--- src/sfpi_pkg.sv ---
package sfpi_pkg;

    // Pin positions in the synchroniser vector.
    localparam int unsigned PIN_COUNT = 6;
    localparam int unsigned IDX_CS    = 0;
    localparam int unsigned IDX_SCK   = 1;
    localparam int unsigned IDX_IO0   = 2;
    localparam int unsigned IDX_IO1   = 3;
    localparam int unsigned IDX_IO2   = 4;
    localparam int unsigned IDX_IO3   = 5;

    // Idle pins: select high, clock low, lanes high.
    localparam logic [PIN_COUNT-1:0] PIN_IDLE = 6'h3d;

    // Data lane numbers.
    localparam int unsigned LANE0 = 0;
    localparam int unsigned LANE1 = 1;
    localparam int unsigned LANE2 = 2;
    localparam int unsigned LANE3 = 3;

    // Serial framing.
    localparam int unsigned BYTE_BITS = 8;
    localparam logic [2:0]  LAST_BIT  = 3'h7;
    localparam logic [3:0]  FULL_LEFT = 4'h8;
    localparam logic [7:0]  FILL_BYTE = 8'hff;

    // Pages and bytes per page.
    localparam int unsigned PAGE_COUNT = 65536;
    localparam logic [8:0]  PAGE_BYTES = 9'h100;
    localparam int unsigned PAGE_ADDR_BITS = $clog2(PAGE_COUNT);

    // Receive word: first-byte flag and byte.
    localparam int unsigned RX_WIDTH   = 9;
    localparam int unsigned FIFO_DEPTH = 16;

    // Output enables, active low, per lane mode.
    localparam logic [3:0] OE_NONE   = 4'hf;
    localparam logic [3:0] OE_SINGLE = 4'hd;
    localparam logic [3:0] OE_DUAL   = 4'hc;
    localparam logic [3:0] OE_QUAD   = 4'h0;

    // Bits moved per falling edge.
    localparam logic [3:0] STEP_SINGLE = 4'h1;
    localparam logic [3:0] STEP_DUAL   = 4'h2;
    localparam logic [3:0] STEP_QUAD   = 4'h4;

    // Lock code that arms the pin lock.
    localparam logic [1:0] LOCK_BY_PIN = 2'h1;

    // Output lane selection.
    typedef enum logic [1:0] {
        LANES_SINGLE = 2'h0,
        LANES_DUAL   = 2'h1,
        LANES_QUAD   = 2'h2
    } sfpi_lanes_type;

    // Interface states, one-hot.
    typedef enum logic [3:0] {
        ST_IDLE  = 4'h1,
        ST_SHIFT = 4'h2,
        ST_HOLD  = 4'h4,
        ST_REARM = 4'h8
    } sfpi_state_type;

    // Pin interface state.
    typedef struct packed {
        sfpi_state_type state;
        logic           cs_prev;
        logic           sck_prev;
        logic           hold_prev;
        logic           seen_rise;
        logic [7:0]     in_shift;
        logic [2:0]     in_cnt;
        logic           first_byte;
        logic [7:0]     out_shift;
        logic [3:0]     out_left;
        logic [3:0]     io_out;
        logic [3:0]     io_oe_n;
        logic [8:0]     page_cnt;
        logic           overrun;
        logic           underrun;
        logic           frame_end;
        logic           active;
        logic           status_lock;
        logic           array_lock;
    } sfpi_core_type;

endpackage : sfpi_pkg

--- src/sfpi_pins.sv ---
`timescale 1ns/1ps

// Notes on behaviour
// - Chip select high: deselected, outputs released.
// - Deselected means standby unless internal cycle busy.
// - Chip select low: enabled and active power.
// - Input bits sampled on clock rising edges.
// - Output bits change on clock falling edges.
// - Multi-lane reads turn lane zero into output.
// - Lane zero ignored while chip select is high.
// - Dual reads keep lane one output, two bits.
// - Write-protect pin low with the pin lock code locks status; array only if a block protect bit is set.
// - Quad enable makes write-protect pin data lane two.
// - 65,536 pages; page program takes 256 bytes max.
// - Clock may idle low or high, modes 0/3.
// - Pause enters/leaves on pause edges with clock low.
// - Select high while paused resets; needs pause high, reselect.
module sfpi_pins
    import sfpi_pkg::*;
(
    input  wire logic                  i_clk,
    input  wire logic                  i_rst,
    input  wire logic                  i_cs_n,
    input  wire logic                  i_sck,
    input  wire logic [3:0]            i_io,
    output logic      [3:0]            o_io,
    output logic      [3:0]            o_io_oe_n,
    input  wire logic                  i_quad_enable_bit,
    input  wire logic [1:0]            i_status_lock_bits,
    input  wire logic                  i_block_protect_bit0,
    input  wire logic                  i_block_protect_bit1,
    input  wire logic                  i_block_protect_bit2,
    input  wire logic                  i_internal_busy,
    input  wire logic                  i_program_phase,
    input  wire logic [1:0]            i_out_lanes,
    input  wire logic                  i_tx_enable,
    input  wire logic                  i_tx_valid,
    input  wire logic [7:0]            i_tx_data,
    output logic                       o_tx_ready,
    output logic                       o_rx_valid,
    output logic      [7:0]            o_rx_data,
    output logic                       o_rx_first,
    input  wire logic                  i_rx_ready,
    input  wire logic                  i_clear_flags,
    output logic                       o_rx_overrun,
    output logic                       o_tx_underrun,
    output logic                       o_page_full,
    output logic                       o_frame_end,
    output logic                       o_selected,
    output logic                       o_active_mode,
    output logic                       o_standby_mode,
    output logic                       o_hold_active,
    output logic                       o_status_write_locked,
    output logic                       o_array_write_locked
);

    sfpi_core_type         s_reg;
    sfpi_core_type         s_next;
    logic [PIN_COUNT-1:0]  pins;
    logic                  cs_n;
    logic                  sck;
    logic                  hold;
    logic                  cs_fall;
    logic                  cs_rise;
    logic                  sck_rise;
    logic                  sck_fall;
    logic                  hold_fall;
    logic                  hold_rise;
    logic                  hold_en;
    logic                  push_valid;
    logic [RX_WIDTH-1:0]   push_data;
    logic                  push_ready;
    logic [RX_WIDTH-1:0]   pop_data;
    logic                  tx_take;
    logic [7:0]            cur_byte;
    logic [3:0]            step;
    logic [3:0]            lane_oe_n;
    logic [7:0]            done_byte;
    logic                  under_set;

    // Host pins pass two flip-flops first.
    sfpi_sync #(
        .WIDTH   (PIN_COUNT),
        .RST_VAL (PIN_IDLE)
    ) u_sync (
        .i_clk   (i_clk),
        .i_rst   (i_rst),
        .i_async ({i_io, i_sck, i_cs_n}),
        .o_sync  (pins)
    );

    // Received bytes wait here; full refuses them.
    sfpi_fifo #(
        .WIDTH   (RX_WIDTH),
        .DEPTH   (FIFO_DEPTH)
    ) u_rx_fifo (
        .i_clk   (i_clk),
        .i_rst   (i_rst),
        .i_valid (push_valid),
        .i_data  (push_data),
        .o_ready (push_ready),
        .o_valid (o_rx_valid),
        .o_data  (pop_data),
        .i_ready (i_rx_ready)
    );

    // Pin edges.
    assign cs_n      = pins[IDX_CS];
    assign sck       = pins[IDX_SCK];
    assign hold      = pins[IDX_IO3];
    assign hold_en   = !i_quad_enable_bit;
    assign cs_fall   = s_reg.cs_prev && !cs_n;
    assign cs_rise   = !s_reg.cs_prev && cs_n;
    assign sck_rise  = !s_reg.sck_prev && sck;
    assign sck_fall  = s_reg.sck_prev && !sck;
    assign hold_fall = hold_en && s_reg.hold_prev && !hold && !sck;
    assign hold_rise = hold_en && !s_reg.hold_prev && hold && !sck;
    assign done_byte = {s_reg.in_shift[6:0], pins[IDX_IO0]};

    // Output lane mode; quad needs quad enable.
    always_comb
    begin
        step      = STEP_SINGLE;
        lane_oe_n = OE_SINGLE;
        if (i_out_lanes == LANES_QUAD && i_quad_enable_bit)
        begin
            step      = STEP_QUAD;
            lane_oe_n = OE_QUAD;
        end
        else if (i_out_lanes == LANES_DUAL)
        begin
            step      = STEP_DUAL;
            lane_oe_n = OE_DUAL;
        end
    end

    // Next state.
    always_comb
    begin
        s_next           = s_reg;
        s_next.cs_prev   = cs_n;
        s_next.sck_prev  = sck;
        s_next.hold_prev = hold;
        s_next.frame_end = 1'b0;
        push_valid       = 1'b0;
        push_data        = {s_reg.first_byte, done_byte};
        tx_take          = 1'b0;
        cur_byte         = s_reg.out_shift;
        under_set        = 1'b0;

        case (s_reg.state)
            ST_IDLE:
            begin
                s_next.io_oe_n = OE_NONE;
                // A select fall starts a frame.
                if (cs_fall)
                begin
                    s_next.state      = ST_SHIFT;
                    s_next.seen_rise  = 1'b0;
                    s_next.in_cnt     = '0;
                    s_next.first_byte = 1'b1;
                    s_next.out_left   = '0;
                    s_next.page_cnt   = '0;
                end
            end
            ST_SHIFT:
            begin
                if (cs_rise)
                begin
                    s_next.state     = ST_IDLE;
                    s_next.io_oe_n   = OE_NONE;
                    s_next.frame_end = 1'b1;
                end
                else if (hold_fall)
                begin
                    s_next.state = ST_HOLD;
                end
                else
                begin
                    // Sample lane zero unless driven.
                    if (sck_rise && s_reg.io_oe_n[LANE0])
                    begin
                        s_next.seen_rise = 1'b1;
                        s_next.in_shift  = done_byte;
                        s_next.in_cnt    = s_reg.in_cnt + 1'b1;
                        if (s_reg.in_cnt == LAST_BIT)
                        begin
                            s_next.first_byte = 1'b0;
                            if (!s_reg.first_byte && i_program_phase)
                            begin
                                if (s_reg.page_cnt != PAGE_BYTES)
                                begin
                                    push_valid      = 1'b1;
                                    s_next.page_cnt = s_reg.page_cnt + 1'b1;
                                end
                            end
                            else
                            begin
                                push_valid = 1'b1;
                            end
                            if (push_valid && !push_ready)
                            begin
                                s_next.overrun = 1'b1;
                            end
                        end
                    end
                    else if (sck_rise)
                    begin
                        s_next.seen_rise = 1'b1;
                    end
                    // A falling edge before any rising edge is the mode 3 idle level.
                    if (sck_fall && s_reg.seen_rise && i_tx_enable)
                    begin
                        if (s_reg.out_left == '0)
                        begin
                            tx_take  = i_tx_valid;
                            cur_byte = i_tx_valid ? i_tx_data : FILL_BYTE;
                            if (!i_tx_valid)
                            begin
                                under_set = 1'b1;
                            end
                        end
                        s_next.io_oe_n = lane_oe_n;
                        s_next.io_out  = '1;
                        if (step == STEP_QUAD)
                        begin
                            s_next.io_out = cur_byte[7:4];
                        end
                        else if (step == STEP_DUAL)
                        begin
                            s_next.io_out[LANE1] = cur_byte[7];
                            s_next.io_out[LANE0] = cur_byte[6];
                        end
                        else
                        begin
                            s_next.io_out[LANE1] = cur_byte[7];
                        end
                        s_next.out_shift = cur_byte << step;
                        s_next.out_left  = ((s_reg.out_left == '0) ? FULL_LEFT : s_reg.out_left) - step;
                    end
                end
            end
            ST_HOLD:
            begin
                // Select high while paused drops the frame.
                if (cs_rise)
                begin
                    s_next.state     = ST_REARM;
                    s_next.io_oe_n   = OE_NONE;
                    s_next.frame_end = 1'b1;
                end
                else if (hold_rise)
                begin
                    s_next.state = ST_SHIFT;
                end
            end
            ST_REARM:
            begin
                s_next.io_oe_n = OE_NONE;
                if (cs_fall && (hold || !hold_en))
                begin
                    s_next.state      = ST_SHIFT;
                    s_next.seen_rise  = 1'b0;
                    s_next.in_cnt     = '0;
                    s_next.first_byte = 1'b1;
                    s_next.out_left   = '0;
                    s_next.page_cnt   = '0;
                end
            end
            default:
            begin
                s_next.state   = ST_IDLE;
                s_next.io_oe_n = OE_NONE;
            end
        endcase

        // Software clear loses to a new event in the same cycle.
        if (i_clear_flags)
        begin
            s_next.overrun  = (push_valid && !push_ready);
        end
        s_next.underrun = under_set || (s_reg.underrun && !i_clear_flags);

        // Power mode follows select and internal work.
        s_next.active = !cs_n || i_internal_busy;

        // Pin lock only outside quad mode.
        s_next.status_lock = !i_quad_enable_bit && !pins[IDX_IO2] && (i_status_lock_bits == LOCK_BY_PIN);
        s_next.array_lock  = s_next.status_lock &&
                             (i_block_protect_bit0 || i_block_protect_bit1 || i_block_protect_bit2);
    end

    // State register.
    always_ff @(posedge i_clk)
    begin
        if (i_rst)
        begin
            s_reg           <= '0;
            s_reg.state     <= ST_IDLE;
            s_reg.cs_prev   <= 1'b1;
            s_reg.hold_prev <= 1'b1;
            s_reg.io_out    <= '1;
            s_reg.io_oe_n   <= OE_NONE;
        end
        else
        begin
            s_reg <= s_next;
        end
    end

    // Pins are released outside an unpaused frame.
    assign o_io                  = s_reg.io_out;
    assign o_io_oe_n             = (s_reg.state == ST_SHIFT) ? s_reg.io_oe_n : OE_NONE;
    assign o_tx_ready            = tx_take;
    assign o_rx_data             = pop_data[7:0];
    assign o_rx_first            = pop_data[BYTE_BITS];
    assign o_rx_overrun          = s_reg.overrun;
    assign o_tx_underrun         = s_reg.underrun;
    assign o_page_full           = (s_reg.page_cnt == PAGE_BYTES);
    assign o_frame_end           = s_reg.frame_end;
    assign o_selected            = (s_reg.state == ST_SHIFT) || (s_reg.state == ST_HOLD);
    assign o_active_mode         = s_reg.active;
    assign o_standby_mode        = !s_reg.active;
    assign o_hold_active         = (s_reg.state == ST_HOLD);
    assign o_status_write_locked = s_reg.status_lock;
    assign o_array_write_locked  = s_reg.array_lock;

endmodule : sfpi_pins

--- src/sfpi_sync.sv ---
`timescale 1ns/1ps

module sfpi_sync
    import sfpi_pkg::*;
#(
    parameter int unsigned         WIDTH   = 1,
    parameter logic [WIDTH-1:0]    RST_VAL = '0
)(
    input  wire logic             i_clk,
    input  wire logic             i_rst,
    input  wire logic [WIDTH-1:0] i_async,
    output logic      [WIDTH-1:0] o_sync
);

    typedef struct packed {
        logic [WIDTH-1:0] meta;
        logic [WIDTH-1:0] stable;
    } sfpi_sync_type;

    sfpi_sync_type s_reg;
    sfpi_sync_type s_next;

    // Stage one feeds only stage two.
    always_comb
    begin
        s_next.meta   = i_async;
        s_next.stable = s_reg.meta;
    end

    // Reset to the idle pin level.
    always_ff @(posedge i_clk)
    begin
        if (i_rst)
        begin
            s_reg <= '{meta: RST_VAL, stable: RST_VAL};
        end
        else
        begin
            s_reg <= s_next;
        end
    end

    assign o_sync = s_reg.stable;

endmodule : sfpi_sync

--- src/sfpi_fifo.sv ---
`timescale 1ns/1ps

module sfpi_fifo
    import sfpi_pkg::*;
#(
    parameter int unsigned WIDTH = RX_WIDTH,
    parameter int unsigned DEPTH = FIFO_DEPTH
)(
    input  wire logic             i_clk,
    input  wire logic             i_rst,
    input  wire logic             i_valid,
    input  wire logic [WIDTH-1:0] i_data,
    output logic                  o_ready,
    output logic                  o_valid,
    output logic      [WIDTH-1:0] o_data,
    input  wire logic             i_ready
);

    localparam int unsigned AW = $clog2(DEPTH);

    typedef struct packed {
        logic [AW:0] wr_ptr;
        logic [AW:0] rd_ptr;
    } sfpi_fifo_type;

    sfpi_fifo_type    s_reg;
    sfpi_fifo_type    s_next;
    logic [WIDTH-1:0] mem [DEPTH];
    logic             full;
    logic             empty;

    // Full: pointers differ only in wrap bit.
    assign full    = (s_reg.wr_ptr[AW] != s_reg.rd_ptr[AW]) && (s_reg.wr_ptr[AW-1:0] == s_reg.rd_ptr[AW-1:0]);
    assign empty   = (s_reg.wr_ptr == s_reg.rd_ptr);
    assign o_ready = !full;
    assign o_valid = !empty;
    assign o_data  = mem[s_reg.rd_ptr[AW-1:0]];

    // Pointers advance per transfer.
    always_comb
    begin
        s_next = s_reg;
        if (i_valid && !full)
        begin
            s_next.wr_ptr = s_reg.wr_ptr + 1'b1;
        end
        if (i_ready && !empty)
        begin
            s_next.rd_ptr = s_reg.rd_ptr + 1'b1;
        end
    end

    // Pointer registers.
    always_ff @(posedge i_clk)
    begin
        if (i_rst)
        begin
            s_reg <= '0;
        end
        else
        begin
            s_reg <= s_next;
        end
    end

    // Storage has no reset; empty guards it.
    always_ff @(posedge i_clk)
    begin
        if (i_valid && !full)
        begin
            mem[s_reg.wr_ptr[AW-1:0]] <= i_data;
        end
    end

endmodule : sfpi_fifo

--- config.mk ---
export PLATFORM = sky130hd
export DESIGN_NAME = sfpi_pins
export DESIGN_NICKNAME = d
export VERILOG_FILES = /design/src/sfpi_pkg.sv /design/src/sfpi_pins.sv /design/src/sfpi_sync.sv /design/src/sfpi_fifo.sv
export SDC_FILE = /design/constraint.sdc
export NUM_CORES = 1
export LEC_CHECK = 0
export BUFFER_PORTS_ARGS = -buffer_cell sky130_fd_sc_hd__buf_2
export CORE_UTILIZATION = 54
export DETAILED_ROUTE_END_ITERATION = 10
export PLACE_DENSITY = 0.81
export SYNTH_ARGS = -nofsm -noshare
export SYNTH_HDL_FRONTEND = slang
export SYNTH_SLANG_ARGS = --single-unit
--- constraint.sdc ---
create_clock -name i_clk -period 2.3 [get_ports i_clk]
set_clock_uncertainty 0.1 [all_clocks]
set_input_delay 0.115 -clock i_clk [delete_from_list [all_inputs] [get_ports i_clk]]
set_output_delay 0.115 -clock i_clk [all_outputs]
set_load 0.02 [all_outputs]
==> reports/qor.yml <==
global_routing:
  antenna_found_initial: 0
  global_route_wire_length_before_repair_um: 34100
  globalRoute.totalOverflow: 0
  grt_pass1_vias: 6256
  grt_util_all_layers_pct: 25.4
  grt_max_degree: 47
worst_setup_path:
  setup.worst_path.end_class: "primary output"
  worstRegToRegCells: 7
  critPathLaunchType: "flip-flop"
  critical_path_data_required_time_ps: 2090
  timing.reg2reg.setup_slack_ps: 50
  crit_cells: 4
  r2r-end: "u_rx_fifo.mem[9][5]$_DFFE_PP_"
  critical-path-top-delay-family: "multiplexers"
  critical_path_arrival_ps: 2340
  worst-path-buf-inv: 2
  critical-path-slowest-cell: "mux4_2"
  crit_path_max_fo: 15
  timing.critical_path.to: "o_rx_first"
  r2r_start: "s_reg[6]$_SDFFE_PP0P_"
  path_class: "reg -> out"
  critical_path.max_stage_delay_ps: 560
  critical_path.cell_chain: "buf_12 > mux4_2 > mux4_2 > buf_6"
  critPathMostFrequentCell: "mux4_2"
clock_tree:
  clock_latency_ps: 510
  cts.sinks: 221
  cts_max_level: 1
  cts_tree: "built"
  root_buffer: "clkbuf_16"
  clock_slew_at_reported_path_ffs_ps: 60
  numCtsBuffers: 22
  max-clock-path-buffers: 3
final_layout:
  areaGrowthSynthToFinish_pct: 20.2
  drive_gt1_share_pct: 29.0
  mostFrequentLayoutCells: "144 x edfxtp_1, 75 x dfxtp_1, 50 x buf_2"
  largest_reg_flops: 144
  seq_area_um2: 5870
  fillerInstances: 1127
  nets: 792
  antenna-diode-count: 0
  finish.cell_count_without_fillers: 985
  multi_input_comb_area_um2: 3220
  layout.cells.most_common: "edfxtp_1"
drt:
  route.detailed.drc: 0
  antenna_left: 0
  post_drt_via_cell_ratio: 6.21
  dr.pass1.iters: 7
  vias: 6114
  finalWirelength_um: 22000
  wl_per_cell_um: 22.3
  drt_iter0_drc: 482
timing:
  final_max_slew_viol_count: 0
  setup_total_negative_slack_ps: -1960
  finalCritPeriodShare_pct: 111
  setup_viol: 9
  hold_slack_ps: 23.6
  post-route-worst-setup-slack_ps: -259
  finalHoldViolCount: 0
  rsz0062_at_grt: "yes"
  relSlewSlack_pct: 47.8
  min_period_ps: 2560
  max_clock_freq_ghz: 0.391
  timing_worst_slew_pin_value_ps: 784
placed_design:
  place.gp.congestion: 0.883
  place.detailed.hpwl_um: 13100
  port-buffer-count: 57
  dp.cells: 923
  place_worst_setup_slack_ps: 26.3
die:
  start_util_pct: 55.6
  die_h_um: 133
  design.die.area_um2: 17700
  core_region_area_um2: 16700
  rows: 47
  top_level_ports: 59
  die_width_um: 133
pwr:
  cellLeakagePower_nw: 3.98
  totalPowerFinal_mw: 8.22
  pwr-share-seq_pct: 51.3
  power.combinational.fraction_pct: 2.8
  switching_share_pct: 19.7
  power_density_nw_per_um2: 737
  internal_power_mw: 6.60
  switching_power_mw: 1.62
  ir_drop_worst_vdd_v: 0.000466
  pwr-share-clk_pct: 45.9
yosys:
  post-synth-top-area-fraction_pct: 46.6
  cell_types_occupying_the_most_area_after_synthesis: "edfxtp_1 47%, dfxtp_1 17%, mux4_2 11%, nor2_1 1.9%, ha_1 1.6%"
  count_of_flip_flops_with_a_built_in_enable_after_synthesis: 144
  netlist.top_cell.by_area: "edfxtp_1"
  mappedNetlistNets: 688
  ys_ff_latch: 221
  synth_cells: 645
  yosysUniqueCellTypes: 67
  synth_top_flop_cell: "edfxtp_1"
  asyncSetResetFlopFracSynth_pct: 0
  synth_area_per_cell_um2: 14.4
  synth.cell_area_um2: 9280
  yosysWarnings: 0
  synth-seq-area-share_pct: 63.2
flow_run:
  max-cap-violations: 0
status:
  result_of_the_run: "finished, violations left"
  violations: "setup timing"
min_path:
  worst_hold_path_type: "in -> reg"
  min_delay_path_depth: 5
==> layout make-up <==
type	instances	area share (%)
Sequential cell	221	52.6
Multi-Input combinational cell	368	28.9
Timing Repair Buffer	117	8.40
Clock buffer	35	6.20
Tap cell	220	2.47
Clock inverter	5	0.774
Inverter	19	0.639
==> worst register-to-register path: cells and delay by family, from the launching register on <==
family / cells / cell delay (ps)
AO/OA/AOI/OAI: 1 / 230
buffers and inverters: 2 / 210
flip-flops: 1 / 340
AND/OR/NAND/NOR: 3 / 830
adder cells (fa/ha/maj): 1 / 190
==> how the worst min path moves through the flow <==
stage | startpoint | slack [ps] | end
global placement | i_cs_n | 200 | u_sync.s_next[0]$_SDFF_PP1_
CTS | i_tx_data[7] | 20 | o_io[3]$_SDFFE_PP1P_
finish | i_tx_data[7] | 20 | o_io[3]$_SDFFE_PP1P_
global route | i_tx_data[0] | 70 | s_reg[28]$_SDFFE_PP0P_
detailed placement | i_io[2] | 200 | u_sync.s_next[4]$_SDFF_PP1_
floorplan | i_cs_n | 120 | u_sync.s_next[0]$_SDFF_PP1_
==> through the flow <==
stage | util, % | cell area [um^2]
floorplan | - | 9280
global placement | 60.0 | 10000
detailed placement | 60.0 | 10000
CTS | 66.5 | 11100
global route | 66.8 | 11200
finish | 66.8 | 11200
==> logic make-up after synthesis <==
| logic type | synth area share (%) |
|---|---|
| buffers and inverters | 2.63 |
| AOI/OAI and AO/OA | 6.65 |
| and+or+nand+nor | 11.5 |
| adders and majority gates | 1.83 |
| DFF | 63.2 |
| muxes | 12.8 |
| xor gates and xnor gates | 1.42 |
==> power by group through the flow <==
stage          clock, mW  combinational (mW)  sequential [mW]
2_1_floorplan          0               0.117             4.31
3_3_place_gp           0               0.200             4.30
3_5_place_dp           0               0.208             4.30
4_1_cts             3.78               0.227             4.22
5_1_grt             3.92               0.251             4.22
6_report            3.78               0.230             4.22
==> synth_stat cells, drive strengths merged, types with 5 or more instances <==
master  instances
xnor2           6
nor3           11
and2            6
nand2          22
xor2            9
or2            12
ha             12
nor2b          11
dfxtp          77
mux4           45
nand4           5
nand3b          8
a311oi          6
nor2           48
buf            19
a21oi          19
o211ai          7
edfxtp        144
and3           21
nand2b         19
mux2i          15
or3             5
clkbuf         18
inv            18
o21ai          16
nand3           7
==> what timing repair did <==
action,CTS,global route
pin swaps,1,1
setup endpoints to repair,83,103
setup buffers,7,0
resized for setup,16,20
cloned,2,0
hold buffers,14,0
hold endpoints to repair,15,0
==> per-layer routing <==
metal / wire length (um) / vias to the layer above / track usage, % / part of all wire (%)
met5: 0 / - / 0 / 0
met4: 833 / 0 / 10.8 / 3.8
met3: 1560 / 76 / 3.45 / 7.1
met2: 11200 / 332 / 44.9 / 51
met1: 8360 / 3035 / 31.4 / 38
li1: - / 2671 / - / -
Power figures use the tool's default switching activity.
